--- config.mk ---
export PLATFORM = sky130hd
export DESIGN_NAME = ckrb_top
export DESIGN_NICKNAME = d
export VERILOG_FILES = /design/src/core/ckrb_pkg.sv /design/src/core/ckrb_top.sv /design/src/core/ckrb_wsc_reg.sv
export SDC_FILE = /design/constraint.sdc
export NUM_CORES = 1
export LEC_CHECK = 0
export BUFFER_PORTS_ARGS = -buffer_cell sky130_fd_sc_hd__clkbuf_2
export CAP_MARGIN = 20
export CORE_ASPECT_RATIO = 0.75
export CORE_MARGIN = 5
export CORE_UTILIZATION = 55
export CTS_BUF_LIST = sky130_fd_sc_hd__clkbuf_4
export DETAILED_ROUTE_END_ITERATION = 8
export GPL_TIMING_DRIVEN = 0
export PLACE_DENSITY = 0.8
export SLEW_MARGIN = 30
export SYNTH_ARGS = -nofsm -noshare
export SYNTH_HDL_FRONTEND = slang
export SYNTH_SLANG_ARGS = --single-unit
--- constraint.sdc ---
create_clock -name clk_i -period 6 [get_ports clk_i]
set_clock_uncertainty 0.2 [all_clocks]
set_input_delay 0.3 -clock clk_i [delete_from_list [all_inputs] [get_ports clk_i]]
set_output_delay 0.3 -clock clk_i [all_outputs]
set_load 0.05 [all_outputs]
--- src/core/ckrb_pkg.sv ---
package ckrb_pkg;

    // ***************************************************************
    // register addresses (6-bit immediate register space)
    // ***************************************************************
    localparam logic [5:0] ADDR_LINE_DEBUG = 6'h15;
    localparam logic [5:0] ADDR_SCRATCH = 6'h16;
    localparam logic [5:0] ADDR_SWITCH_CTRL = 6'h19;
    localparam logic [5:0] ADDR_EVENT_ENABLE = 6'h1d;
    localparam logic [5:0] ADDR_EVENT_STATUS = 6'h20;
    localparam logic [5:0] ADDR_EVENT_LATCH = 6'h21;

    // offsets from a writable register's base
    localparam logic [5:0] OFS_SET = 6'h01;
    localparam logic [5:0] OFS_CLEAR = 6'h02;

    // ***************************************************************
    // field positions
    // ***************************************************************
    localparam int LINE_STATE_LSB = 0;
    localparam int CTRL_KIT_POWER = 0;
    localparam int CTRL_ID_GND = 1;
    localparam int CTRL_UART_TX = 2;
    localparam int CTRL_UART_RX = 3;
    localparam int CTRL_SPK_LEFT = 4;
    localparam int CTRL_SPK_RIGHT = 5;
    localparam int CTRL_MIC = 6;
    localparam int EN_OPEN_RISE = 0;
    localparam int EN_OPEN_FALL = 1;
    localparam int EN_CONV_IRQ = 5;
    localparam int STAT_ID_OPEN = 0;
    localparam int STAT_CODE_LSB = 3;
    localparam int STAT_CONV_DONE = 6;
    localparam int LATCH_ID_OPEN = 0;
    localparam int LATCH_CONV = 3;

    // ***************************************************************
    // implemented-bit masks and reset values
    // ***************************************************************
    localparam logic [7:0] MASK_SCRATCH = 8'hff;
    localparam logic [7:0] MASK_SWITCH_CTRL = 8'h7e;
    localparam logic [7:0] MASK_EVENT_ENABLE = 8'h23;
    localparam logic [7:0] RST_SCRATCH = 8'h00;
    localparam logic [7:0] RST_SWITCH_CTRL = 8'h00;
    localparam logic [7:0] RST_EVENT_ENABLE = 8'h00;
    localparam logic [7:0] RST_ZERO = 8'h00;

    // ***************************************************************
    // resistor conversion codes and timing
    // ***************************************************************
    localparam logic [2:0] CODE_ZERO_OHM = 3'h0;
    localparam logic [2:0] CODE_ID_FLOATING = 3'h5;
    localparam logic [2:0] CODE_ERROR = 3'h7;
    localparam int CLK_PERIOD_NS = 10;
    localparam int CONV_TIME_NS = 282000;
    localparam int CONV_CYCLES = CONV_TIME_NS / CLK_PERIOD_NS;

    // register access request as decoded from the link's register command
    typedef struct packed {
        logic rd;
        logic wr;
        logic [5:0] addr;
        logic [7:0] wdata;
    } ckrb_reg_req_t;

    // analog switch and pad controls
    typedef struct packed {
        logic id_pin_ground_drive;
        logic uart_transmit_connect;
        logic uart_receive_connect;
        logic left_speaker_switch;
        logic right_speaker_switch;
        logic microphone_switch;
        logic uart_to_left_audio_pin;
        logic uart_to_right_or_mic_audio_pin;
        logic dm_to_left_audio_pin;
        logic dp_to_right_or_mic_audio_pin;
        logic single_ended_rx_disable;
        logic data1_hold_high;
    } ckrb_switch_t;

endpackage

--- src/core/ckrb_top.sv ---
// Summary of operation
// - debug register shows live two-bit line condition in bits 1:0, rest zero
// - eight-bit scratch byte, reset zero, read/write/set/clear, no side effects
// - writable registers: base writes, base+1 sets, base+2 clears, all read back
// - with uart receive connect clear, data line 1 is held high
// - control bit 1 drives the id pin to ground
// - control bit 2 joins data line 0, uart transmit, to dm
// - control bit 3 joins data line 1, uart receive, to dp
// - control bit 4 joins dm to the left audio pin
// - dp joins right/mic pin while bit 5 or 6 set; opens when both clear
// - uart plus audio switches together route uart data to audio pins
// - any speaker or microphone switch disables the single-ended receivers
// - kit power and unimplemented detect fields read zero, writes ignored
// - rise enable: id going open raises the alternate interrupt
// - fall enable: id leaving open raises the alternate interrupt
// - conversion interrupt enable is or'ed with its vendor duplicate
// - status bits 5:3 report the id resistor conversion code
// - status bit 6 sets at conversion end, cleared only by vendor read
// - latch bit 0 sets on an enabled id open/close change
// - latch bit 3 sets on enabled conversion-done rising edge
// - latch is read-only and reading it clears the latched bits

`timescale 1ns/1ps
`default_nettype none

module ckrb_top #(
    parameter int CONV_CYCLES = ckrb_pkg::CONV_CYCLES
) (
    input wire logic clk_i,
    input wire logic rst_n_i,
    input wire ckrb_pkg::ckrb_reg_req_t reg_req_i,
    output logic [7:0] reg_rdata_o,
    output logic reg_rvalid_o,
    input wire logic [1:0] line_state_i,
    input wire logic id_open_i,
    input wire logic conv_start_i,
    input wire logic [2:0] id_resistor_code_i,
    input wire logic vendor_conv_irq_enable_i,
    input wire logic vendor_conv_read_i,
    output logic conv_busy_o,
    output logic alt_int_o,
    input wire logic alt_int_ack_i,
    output ckrb_pkg::ckrb_switch_t switch_o
);

    // ***************************************************************
    // elaboration checks
    // ***************************************************************
    if (CONV_CYCLES < 1) begin : g_bad_conv
        $error("conversion cycle count must be at least one");
    end

    localparam int CNT_W = (CONV_CYCLES > 1) ? $clog2(CONV_CYCLES + 1) : 1;
    localparam logic [CNT_W-1:0] CONV_LAST = CNT_W'(CONV_CYCLES - 1);
    localparam logic [CNT_W-1:0] CNT_ZERO = '0;
    localparam logic [CNT_W-1:0] CNT_ONE = CNT_W'(1);

    // exact single-address match, used for every read-only register
    function automatic logic addr_is(input logic [5:0] a, input logic [5:0] b);
        addr_is = (a == b);
    endfunction

    // ***************************************************************
    // writable registers
    // ***************************************************************
    logic [7:0] scratch_q;
    logic [7:0] ctrl_q;
    logic [7:0] enable_q;
    logic scratch_hit;
    logic ctrl_hit;
    logic enable_hit;

    // scratch byte has no consumer apart from the read mux
    ckrb_wsc_reg #(
        .BASE(ckrb_pkg::ADDR_SCRATCH),
        .MASK(ckrb_pkg::MASK_SCRATCH),
        .RESET(ckrb_pkg::RST_SCRATCH)
    ) u_scratch (
        .clk_i(clk_i),
        .rst_n_i(rst_n_i),
        .req_i(reg_req_i),
        .q_o(scratch_q),
        .hit_o(scratch_hit)
    );

    // kit power bit and bit 7 are masked off inside the register
    ckrb_wsc_reg #(
        .BASE(ckrb_pkg::ADDR_SWITCH_CTRL),
        .MASK(ckrb_pkg::MASK_SWITCH_CTRL),
        .RESET(ckrb_pkg::RST_SWITCH_CTRL)
    ) u_switch_ctrl (
        .clk_i(clk_i),
        .rst_n_i(rst_n_i),
        .req_i(reg_req_i),
        .q_o(ctrl_q),
        .hit_o(ctrl_hit)
    );

    // detect and dp-event enables are not implemented and stay zero
    ckrb_wsc_reg #(
        .BASE(ckrb_pkg::ADDR_EVENT_ENABLE),
        .MASK(ckrb_pkg::MASK_EVENT_ENABLE),
        .RESET(ckrb_pkg::RST_EVENT_ENABLE)
    ) u_event_enable (
        .clk_i(clk_i),
        .rst_n_i(rst_n_i),
        .req_i(reg_req_i),
        .q_o(enable_q),
        .hit_o(enable_hit)
    );

    // ***************************************************************
    // switch and pad control
    // ***************************************************************
    logic tx_con;
    logic rx_con;
    logic spk_l;
    logic spk_r;
    logic mic;
    logic dp_audio;

    assign tx_con = ctrl_q[ckrb_pkg::CTRL_UART_TX];
    assign rx_con = ctrl_q[ckrb_pkg::CTRL_UART_RX];
    assign spk_l = ctrl_q[ckrb_pkg::CTRL_SPK_LEFT];
    assign spk_r = ctrl_q[ckrb_pkg::CTRL_SPK_RIGHT];
    assign mic = ctrl_q[ckrb_pkg::CTRL_MIC];
    // either bit keeps the dp switch closed; both must drop to open it
    assign dp_audio = spk_r | mic;

    // outputs follow the control register directly, so a switch
    // changes one cycle after the write that requested it.
    // the link is trusted to keep uart and audio apart during audio use;
    // if it does not, the uart data simply appears on the audio pins.
    assign switch_o.id_pin_ground_drive = ctrl_q[ckrb_pkg::CTRL_ID_GND];
    assign switch_o.uart_transmit_connect = tx_con;
    assign switch_o.uart_receive_connect = rx_con;
    assign switch_o.left_speaker_switch = spk_l;
    assign switch_o.right_speaker_switch = spk_r;
    assign switch_o.microphone_switch = mic;
    assign switch_o.dm_to_left_audio_pin = spk_l;
    assign switch_o.dp_to_right_or_mic_audio_pin = dp_audio;
    assign switch_o.uart_to_left_audio_pin = tx_con & spk_l;
    assign switch_o.uart_to_right_or_mic_audio_pin = rx_con & dp_audio;
    assign switch_o.single_ended_rx_disable = spk_l | dp_audio;
    // keeps the receive line at idle level while the uart path is open
    assign switch_o.data1_hold_high = ~rx_con;

    // ***************************************************************
    // id pin open detection
    // ***************************************************************
    logic id_open_r;
    logic id_rise;
    logic id_fall;

    // pin is taken as synchronous; the register gives the previous level
    always_ff @(posedge clk_i) begin
        if (!rst_n_i) begin
            id_open_r <= 1'b0;
        end else begin
            id_open_r <= id_open_i;
        end
    end

    assign id_rise = id_open_i & ~id_open_r;
    assign id_fall = ~id_open_i & id_open_r;

    // ***************************************************************
    // resistor conversion
    // ***************************************************************
    logic conv_busy_r;
    logic [CNT_W-1:0] conv_cnt_r;
    logic [2:0] conv_code_r;
    logic conv_done_r;
    logic conv_finish;
    logic conv_done_rise;
    logic conv_irq_en;

    assign conv_finish = conv_busy_r && (conv_cnt_r == CONV_LAST);

    // conversion timer; a start while busy is ignored so one run always
    // takes the full conversion time
    always_ff @(posedge clk_i) begin
        if (!rst_n_i) begin
            conv_busy_r <= 1'b0;
            conv_cnt_r <= CNT_ZERO;
        end else if (conv_finish) begin
            conv_busy_r <= 1'b0;
            conv_cnt_r <= CNT_ZERO;
        end else if (conv_busy_r) begin
            conv_cnt_r <= conv_cnt_r + CNT_ONE;
        end else if (conv_start_i) begin
            conv_busy_r <= 1'b1;
            conv_cnt_r <= CNT_ZERO;
        end
    end

    // code is captured at the end of the run and held until the next
    always_ff @(posedge clk_i) begin
        if (!rst_n_i) begin
            conv_code_r <= ckrb_pkg::CODE_ZERO_OHM;
        end else if (conv_finish) begin
            conv_code_r <= id_resistor_code_i;
        end
    end

    // done flag: a status read does not touch it; the vendor read clears
    // it, and a finish in the same cycle wins
    always_ff @(posedge clk_i) begin
        if (!rst_n_i) begin
            conv_done_r <= 1'b0;
        end else if (conv_finish) begin
            conv_done_r <= 1'b1;
        end else if (vendor_conv_read_i) begin
            conv_done_r <= 1'b0;
        end
    end

    // done flag rising edge: it is low on the cycle the finish sets it
    assign conv_done_rise = conv_finish & ~conv_done_r;
    assign conv_irq_en = enable_q[ckrb_pkg::EN_CONV_IRQ] | vendor_conv_irq_enable_i;
    assign conv_busy_o = conv_busy_r;

    // ***************************************************************
    // event latch
    // ***************************************************************
    logic latch_id_r;
    logic latch_conv_r;
    logic latch_read;
    logic id_event;
    logic conv_event;

    assign latch_read = reg_req_i.rd && addr_is(reg_req_i.addr, ckrb_pkg::ADDR_EVENT_LATCH);
    assign id_event = (id_rise & enable_q[ckrb_pkg::EN_OPEN_RISE]) |
                      (id_fall & enable_q[ckrb_pkg::EN_OPEN_FALL]);
    assign conv_event = conv_done_rise & conv_irq_en;

    // a new event in the cycle of the read survives the clear
    always_ff @(posedge clk_i) begin
        if (!rst_n_i) begin
            latch_id_r <= 1'b0;
        end else if (id_event) begin
            latch_id_r <= 1'b1;
        end else if (latch_read) begin
            latch_id_r <= 1'b0;
        end
    end

    always_ff @(posedge clk_i) begin
        if (!rst_n_i) begin
            latch_conv_r <= 1'b0;
        end else if (conv_event) begin
            latch_conv_r <= 1'b1;
        end else if (latch_read) begin
            latch_conv_r <= 1'b0;
        end
    end

    // ***************************************************************
    // alternate interrupt toward the receive command byte
    // ***************************************************************
    logic alt_int_r;

    // held until the link's receive-command path reports it; a new event
    // beats the acknowledge so none is lost
    always_ff @(posedge clk_i) begin
        if (!rst_n_i) begin
            alt_int_r <= 1'b0;
        end else if (id_event | conv_event) begin
            alt_int_r <= 1'b1;
        end else if (alt_int_ack_i) begin
            alt_int_r <= 1'b0;
        end
    end

    assign alt_int_o = alt_int_r;

    // ***************************************************************
    // read path
    // ***************************************************************
    logic [7:0] debug_val;
    logic [7:0] status_val;
    logic [7:0] latch_val;
    logic [7:0] rdata_nxt;

    // unimplemented fields are left at zero
    always_comb begin
        debug_val = ckrb_pkg::RST_ZERO;
        debug_val[ckrb_pkg::LINE_STATE_LSB +: 2] = line_state_i;
        status_val = ckrb_pkg::RST_ZERO;
        status_val[ckrb_pkg::STAT_ID_OPEN] = id_open_r;
        status_val[ckrb_pkg::STAT_CODE_LSB +: 3] = conv_code_r;
        status_val[ckrb_pkg::STAT_CONV_DONE] = conv_done_r;
        latch_val = ckrb_pkg::RST_ZERO;
        latch_val[ckrb_pkg::LATCH_ID_OPEN] = latch_id_r;
        latch_val[ckrb_pkg::LATCH_CONV] = latch_conv_r;
    end

    // address decode; unmapped addresses read zero
    always_comb begin
        if (addr_is(reg_req_i.addr, ckrb_pkg::ADDR_LINE_DEBUG)) begin
            rdata_nxt = debug_val;
        end else if (scratch_hit) begin
            rdata_nxt = scratch_q;
        end else if (ctrl_hit) begin
            rdata_nxt = ctrl_q;
        end else if (enable_hit) begin
            rdata_nxt = enable_q;
        end else if (addr_is(reg_req_i.addr, ckrb_pkg::ADDR_EVENT_STATUS)) begin
            rdata_nxt = status_val;
        end else if (addr_is(reg_req_i.addr, ckrb_pkg::ADDR_EVENT_LATCH)) begin
            rdata_nxt = latch_val;
        end else begin
            rdata_nxt = ckrb_pkg::RST_ZERO;
        end
    end

    // read data captured with the request, valid one cycle later;
    // the latch value returned is the one before its clear
    always_ff @(posedge clk_i) begin
        if (!rst_n_i) begin
            reg_rdata_o <= ckrb_pkg::RST_ZERO;
            reg_rvalid_o <= 1'b0;
        end else begin
            reg_rvalid_o <= reg_req_i.rd;
            if (reg_req_i.rd) begin
                reg_rdata_o <= rdata_nxt;
            end
        end
    end

endmodule

`default_nettype wire

--- src/core/ckrb_wsc_reg.sv ---
`timescale 1ns/1ps
`default_nettype none

// write / set / clear register at base, base+1, base+2
module ckrb_wsc_reg #(
    parameter logic [5:0] BASE = 6'h00,
    parameter logic [7:0] MASK = 8'hff,
    parameter logic [7:0] RESET = 8'h00
) (
    input wire logic clk_i,
    input wire logic rst_n_i,
    input wire ckrb_pkg::ckrb_reg_req_t req_i,
    output logic [7:0] q_o,
    output logic hit_o
);

    logic [7:0] val_r;
    logic [7:0] val_nxt;

    // any of the three addresses reads the register back
    assign hit_o = (req_i.addr == BASE) ||
                   (req_i.addr == BASE + ckrb_pkg::OFS_SET) ||
                   (req_i.addr == BASE + ckrb_pkg::OFS_CLEAR);

    // plain write, set ones, clear ones; unimplemented bits never move
    always_comb begin
        val_nxt = val_r;
        if (req_i.wr) begin
            if (req_i.addr == BASE) begin
                val_nxt = req_i.wdata;
            end else if (req_i.addr == BASE + ckrb_pkg::OFS_SET) begin
                val_nxt = val_r | req_i.wdata;
            end else if (req_i.addr == BASE + ckrb_pkg::OFS_CLEAR) begin
                val_nxt = val_r & ~req_i.wdata;
            end
        end
        val_nxt = val_nxt & MASK;
    end

    always_ff @(posedge clk_i) begin
        if (!rst_n_i) begin
            val_r <= RESET & MASK;
        end else begin
            val_r <= val_nxt;
        end
    end

    assign q_o = val_r;

endmodule

`default_nettype wire

==> impl_metrics.py, run 1 <==
metrics = {
    "outcome": {
        "status": "finished with violations",
        "violations": "hold timing",
    },
    "critical_path": {
        "cp_cell_sequence": "clkbuf_1, nand4_1, nor4_1, mux2_2, nor2_1",
        "cp_slowest_cell": "nor4_1",
        "critPathKind": "register to register",
        "path_buf_inv": 1,
        "cpPeakStageDelay_ps": 520,
        "crit_path_max_fanout": 10,
        "cp.arrival_ps": 2540,
        "required_ps": 6140,
        "cp-start-kind": "register",
        "path_delay_family": "simple AND/OR/NAND/NOR gates",
        "crit_path_end_kind": "register",
    },
    "final_layout": {
        "multi_input_comb_area_mm2": 0.001381,
        "syn_to_final_growth_pct": 20.21,
        "post-route-cell-area_mm2": 0.003044,
        "nets": 402,
        "diodes": 0,
        "fillers": 387,
        "regArea_mm2": 0.001001,
        "drive_gt1_share_pct": 19.79,
    },
    "power_and_ir_drop": {
        "power.combinational.fraction_pct": 11.8,
        "switching_share_pct": 27.99,
        "power.total_uw": 572.3,
        "clkPwrFrac_pct": 29.0,
        "switchingPower_uw": 160.2,
        "p_per_area_mw_per_mm2": 188.0,
        "peakVddDrop_mv": 0.1830,
        "leakage_uw": 0.001120,
        "pwr-share-seq_pct": 59.2,
        "p_int_uw": 412.1,
    },
    "timing": {
        "min_period_ps": 2401,
        "tns_ps": 0,
        "finalCritPeriodShare_pct": 40.02,
        "setup_violations": 0,
        "fmax_ghz": 0.4165,
        "tightest_slew_ps": 937.2,
        "hold_viol_final": 1,
        "setup_slack_ps": 3599,
        "holdWs_ps": -9.150,
        "slew_headroom_pct": 36.94,
        "final_max_slew_viol_count": 0,
        "grt_setup_unrepaired": "false",
    },
    "synth": {
        "synthMostInstantiatedCell": "dfxtp_1",
        "seq_area_frac_synth_pct": 39.53,
        "synth-edff-count": 0,
        "ys_types": 55,
        "ys.flop_type": "dfxtp_1",
        "ys_ff_latch": 50,
        "synth.cell_area_mm2": 0.002532,
        "syn_area_per_cell_um2": 8.303,
        "yosys.area.top_type": "dfxtp_1",
        "yosys-top-cells-count": "50 x dfxtp_1, 39 x nand2_1, 19 x a21oi_1",
        "syn_inst": 305,
        "synth_top_area_share_pct": 39.53,
        "yosys_warnings": 0,
        "synthesis.nets": 334,
        "synthArstFlopShare_pct": 0,
        "netlist_top_cells_area": "dfxtp_1 40%, nand2_1 5.8%, a21oi_1 3.8%, o21ai_0 3.0%, o221ai_1 2.8%",
    },
    "clocking": {
        "cts_buffer_depth": 2,
        "h-tree-depth": 2,
        "cts_buffers": 5,
        "cts_setup_buffers": 0,
        "cts_sinks": 50,
        "root_buffer": "clkbuf_4",
        "cts_tree": "done",
        "cts.clk_slew.worst_paths_ps": 150,
        "clk_latency_ps": 380,
    },
    "routing": {
        "via_per_inst": 5.935,
        "drc": 0,
        "drt.antenna.violating_nets": 0,
        "drt_iter0_markers": 268,
        "dr.pass1.iters": 5,
        "wire_per_inst_um": 15.22,
        "wl_mm": 6.559,
        "vias": 2558,
    },
    "global_routing": {
        "grt_pass1_vias": 2213,
        "grt_start_max_net_pins": 16,
        "antenna_found_initial": 0,
        "grt_overflow": 0,
        "globalRouteTotalUtil_pct": 22.47,
        "grt_pass1_wl_mm": 10.56,
    },
    "placed_design": {
        "globalplace.congestion": 0.9195,
        "placement.io_buffers": 48,
        "hpwl_mm": 4.798,
        "placed_cell_area_mm2": 0.002855,
        "pre_cts_ws_ps": 3460,
    },
    "min_path": {
        "hold_class": "input port to register",
    },
    "die": {
        "start_util_pct": 56.69,
        "die-width_um": 88.36,
        "coreArea_mm2": 0.004467,
        "die_h_um": 68.77,
        "rows": 21,
        "ios": 51,
        "die-area_mm2": 0.006076,
    },
    "flow_run": {
        "maxCapViolCount": 0,
    },
}
area by class of cell:
class                   count  area share (%)
plain buffers              17           3.083
clock buffers               6           1.480
clock inverters             2          0.4521
inverters                  18           2.219
multi-input cells         220           45.38
flip-flops and latches     50           32.88
well taps                  57           2.343
repair buffers             61           12.17
power groups by stage:
stage	Combinational, uW	Sequential (uW)	Clock, uW
2_1_floorplan	32.5	350	0
3_3_place_gp	59.1	346	0
3_5_place_dp	60.0	346	0
4_1_cts	66.8	339	165
5_1_grt	74.3	339	178
6_report	67.6	339	166
cells by family (layout without fill, tap and decap cells):
| family | count (synthesis) | count (layout) | synth area share [%] |
|---|---|---|---|
| xor+xnor | 2 | 2 | 0.6918 |
| compound gates | 79 | 79 | 21.34 |
| simple gates | 129 | 129 | 27.77 |
| flops | 50 | 50 | 39.53 |
| mux | 9 | 9 | 3.804 |
| fa+ha+maj | 1 | 1 | 0.4940 |
| buf+inv | 35 | 104 | 6.373 |
worst register-to-register path, cell delays in order, from the launching register on:
cell,delay (ps)
dfxtp_1,410
clkbuf_1,320
nand4_1,440
nor4_1,520
mux2_2,380
nor2_1,80
cell usage in the layout, fill, tap and decap left out, types with 2 or more instances in the layout:
cell type | netlist | final
nor4_1 | 7 | 6
nand4_1 | 6 | 6
nand2b_1 | 10 | 10
nand2_1 | 39 | 39
nor2_1 | 16 | 16
nand3b_1 | 3 | 3
buf_4 | 2 | 2
inv_1 | 17 | 17
a31oi_1 | 3 | 3
or4_1 | 4 | 4
clkbuf_4 | 0 | 6
buf_6 | 3 | 3
a21oi_1 | 19 | 19
clkbuf_2 | 0 | 48
clkbuf_1 | 11 | 11
mux2i_1 | 4 | 4
o221ai_1 | 8 | 8
o211ai_1 | 3 | 3
a221oi_1 | 3 | 3
nor3_1 | 5 | 5
o21a_1 | 2 | 2
o21ai_0 | 15 | 15
o22ai_1 | 3 | 3
nand3_1 | 12 | 12
nor2b_1 | 3 | 3
dfxtp_1 | 50 | 50
mux2_2 | 5 | 5
nor3b_1 | 2 | 2
dlygate4sd3_1 | 0 | 13
or3_1 | 4 | 4
a22oi_1 | 4 | 4
or2_2 | 2 | 2
o311ai_0 | 3 | 3
and2_1 | 5 | 5
a21o_1 | 2 | 2
or4b_1 | 2 | 2
a32o_1 | 6 | 6
per-layer routing:
metal | global-route usage (%) | vias to the layer above | share of wire, %
met1 | 33.48 | 1188 | 50
li1 | - | 1261 | -
met2 | 33.12 | 99 | 41
met5 | 0 | - | 0
met3 | 4.038 | 10 | 7.2
met4 | 6.226 | 0 | 1.3
per-stage QoR:
| stage | util, % | cells | hold WS (ps) |
|---|---|---|---|
| after floorplan | - | 305 | 216.0 |
| after global placement | 63.67 | 410 | 239.2 |
| after detailed placement | 63.92 | 410 | 244.8 |
| after CTS | 68.15 | 431 | 0.2037 |
| after global routing | 68.15 | 431 | 24.21 |
| final | 68.15 | 431 | -9.150 |
final timing paths:
path	cells past startpoint	slack [ps]	to	startpoint
worst max-delay path	5	3600	conv_cnt_r[11]$_SDFFE_PP0P_	conv_busy_o$_SDFF_PP0_
worst min register to register	2	270	latch_id_r$_SDFFE_PN0P_	latch_id_r$_SDFFE_PN0P_
worst max register to register	5	3600	conv_cnt_r[11]$_SDFFE_PP0P_	conv_busy_o$_SDFF_PP0_
worst min-delay path	3	-9	conv_busy_o$_SDFF_PP0_	conv_start_i
repair_timing:
action	4_1_cts	5_1_grt
hold buffers	13	0
endpoints found under the hold margin	18	0
resized for setup	0	0
(Power assumes the default switching activity.)
==> run 2: changes to the inputs <==
==> constraint.sdc (replaced) <==
create_clock -name clk_i -period 2.3 [get_ports clk_i]
set_clock_uncertainty 0.2 [all_clocks]
set_input_delay 0.115 -clock clk_i [delete_from_list [all_inputs] [get_ports clk_i]]
set_output_delay 0.115 -clock clk_i [all_outputs]
set_load 0.05 [all_outputs]
==> impl_metrics.py, run 2 (synthesized netlist as in run 1, its figures left out) <==
metrics = {
    "final_layout": {
        "post-route-cell-area_mm2": 0.003194,
        "diodes": 0,
        "regArea_mm2": 0.001001,
        "fillers": 362,
        "drive_gt1_share_pct": 20.67,
        "layout_commonest_cell": "dfxtp_1",
        "syn_to_final_growth_pct": 26.14,
        "nets": 415,
        "multi_input_comb_area_mm2": 0.001405,
        "fin_util_pct": 71.51,
        "finalNonFillerCells": 444,
        "final_cell_mix": "50 x dfxtp_1, 48 x clkbuf_2, 39 x nand2_1",
    },
    "critical_path": {
        "required_ps": 2400,
        "cp_common_cell": "buf_6",
        "crit_path_max_fanout": 10,
        "critPathKind": "register to register",
        "r2r_setup_slack_ps": 80,
        "r2r_cells": 7,
        "cp_cell_sequence": "buf_6, or4b_1, or4_4, buf_6, nand2_8, buf_8, nor2_1",
        "crit_path_end_kind": "register",
        "cp.arrival_ps": 2310,
        "cp_slowest_cell": "or4_4",
        "reg2reg_from": "conv_cnt_r[3]$_SDFFE_PP0P_",
        "cp-start-kind": "register",
        "cpPeakStageDelay_ps": 520,
        "reg2reg_to": "conv_busy_o$_SDFF_PP0_",
    },
    "routing": {
        "drt_iter0_markers": 276,
        "drt.antenna.violating_nets": 0,
        "drc": 0,
        "via_per_inst": 5.912,
        "wire_per_inst_um": 15.31,
        "wl_mm": 6.797,
        "vias": 2625,
        "dr.pass1.iters": 6,
    },
    "timing": {
        "fmax_ghz": 0.4506,
        "holdWs_ps": 17.95,
        "final_max_slew_viol_count": 0,
        "tightest_slew_ps": 900.8,
        "finalCritPeriodShare_pct": 96.48,
        "slew_headroom_pct": 39.45,
        "setup_violations": 0,
        "grt_setup_unrepaired": "false",
        "hold_viol_final": 0,
        "tns_ps": 0,
        "min_period_ps": 2219,
    },
    "global_routing": {
        "globalRouteTotalUtil_pct": 23.31,
        "grt_pass1_vias": 2289,
        "antenna_found_initial": 0,
        "grt_start_max_net_pins": 16,
        "grt_overflow": 0,
        "grt_pass1_wl_mm": 10.95,
    },
    "power_and_ir_drop": {
        "p_per_area_mw_per_mm2": 472.1,
        "leakage_uw": 0.001183,
        "peakVddDrop_mv": 0.4451,
    },
    "die": {
        "die-width_um": 88.36,
        "start_util_pct": 56.69,
        "die-area_mm2": 0.006076,
        "die_h_um": 68.77,
        "rows": 21,
        "ios": 51,
        "coreArea_mm2": 0.004467,
    },
    "clocking": {
        "cts_sinks": 50,
        "cts_buffers": 5,
        "cts_tree": "done",
        "cts.clk_slew.worst_paths_ps": 150,
        "h-tree-depth": 2,
        "cts_buffer_depth": 2,
        "root_buffer": "clkbuf_4",
        "clk_latency_ps": 380,
    },
    "outcome": {
        "status": "completed",
    },
    "placed_design": {
        "dp_cells": 410,
        "globalplace.congestion": 0.9195,
        "placed_cell_area_mm2": 0.002855,
        "hpwl_mm": 4.798,
        "placement.io_buffers": 48,
    },
    "min_path": {
        "hold_class": "input port to register",
        "hold_path_depth": 3,
        "hold_end": "conv_done_r$_SDFFE_PN0P_",
        "holdCritStartpoint": "rst_n_i",
    },
    "flow_run": {
        "maxCapViolCount": 0,
    },
}
==> run 2: changes by cell type in the layout (fill, tap and decap cells not counted), sizes merged <==
cell and change:
buf +3, dlygate4sd3 +10
==> run 2: power breakdown <==
group          total (uW)  switching (uW)  internal [uW]
clock                 430             298            133
sequential            884            7.85            876
combinational         194             116           77.7
total                1510             422           1090
==> run 2: what timing repair did <==
| action | 4_1_cts | 5_1_grt |
|---|---|---|
| resized for setup | 0 | 5 |
| buffers inserted | 0 | 3 |
| setup endpoints to repair | 0 | 20 |
| hold endpoints to repair | 41 | 0 |
| hold buffers | 23 | 0 |
==> run 2: metal layers <==
metal | global-route usage, % | vias up | wire length, um
met3 | 4.038 | 8 | 513
met1 | 34.13 | 1206 | 3268
li1 | - | 1289 | -
met5 | 0 | - | 0
met2 | 35.45 | 122 | 2932
met4 | 6.038 | 0 | 83
==> run 2: area by class of cell <==
type,count,share of cell area [%]
buffer,17,3.055
clock buffer,6,1.410
clock inverter,2,0.4309
inverter,18,2.115
multi-input combinational,220,43.99
sequential,50,31.34
tap,57,2.233
timing repair buffer,74,15.43
==> run 2: worst max-delay path by stage <==
stage,from,to
finish,conv_cnt_r[3]$_SDFFE_PP0P_,conv_busy_o$_SDFF_PP0_
CTS,reg_req_i[13],register
detailed placement,reg_req_i[8],register
floorplan,conv_busy_o$_SDFF_PP0_,conv_cnt_r[13]$_SDFFE_PP0P_
global route,conv_cnt_r[3]$_SDFFE_PP0P_,conv_busy_o$_SDFF_PP0_
global placement,rst_n_i,register
==> run 2: critical path, delay by kind of cell (launching register included) <==
kind	cells	cell delay [ps]
AND/OR/NAND/NOR	4	1170
flip-flops	1	330
buffers and inverters	3	410
==> run 2: stage by stage <==
| stage | power (uW) | setup slack (ps) |
|---|---|---|
| 5_1_grt | 1569 | 6.815 |
| 3_5_place_dp | 1059 | -54.96 |
| 3_3_place_gp | 1056 | -238.8 |
| 4_1_cts | 1502 | 13.51 |
| 6_report | 1508 | 80.98 |
| 2_1_floorplan | 997.7 | 49.03 |
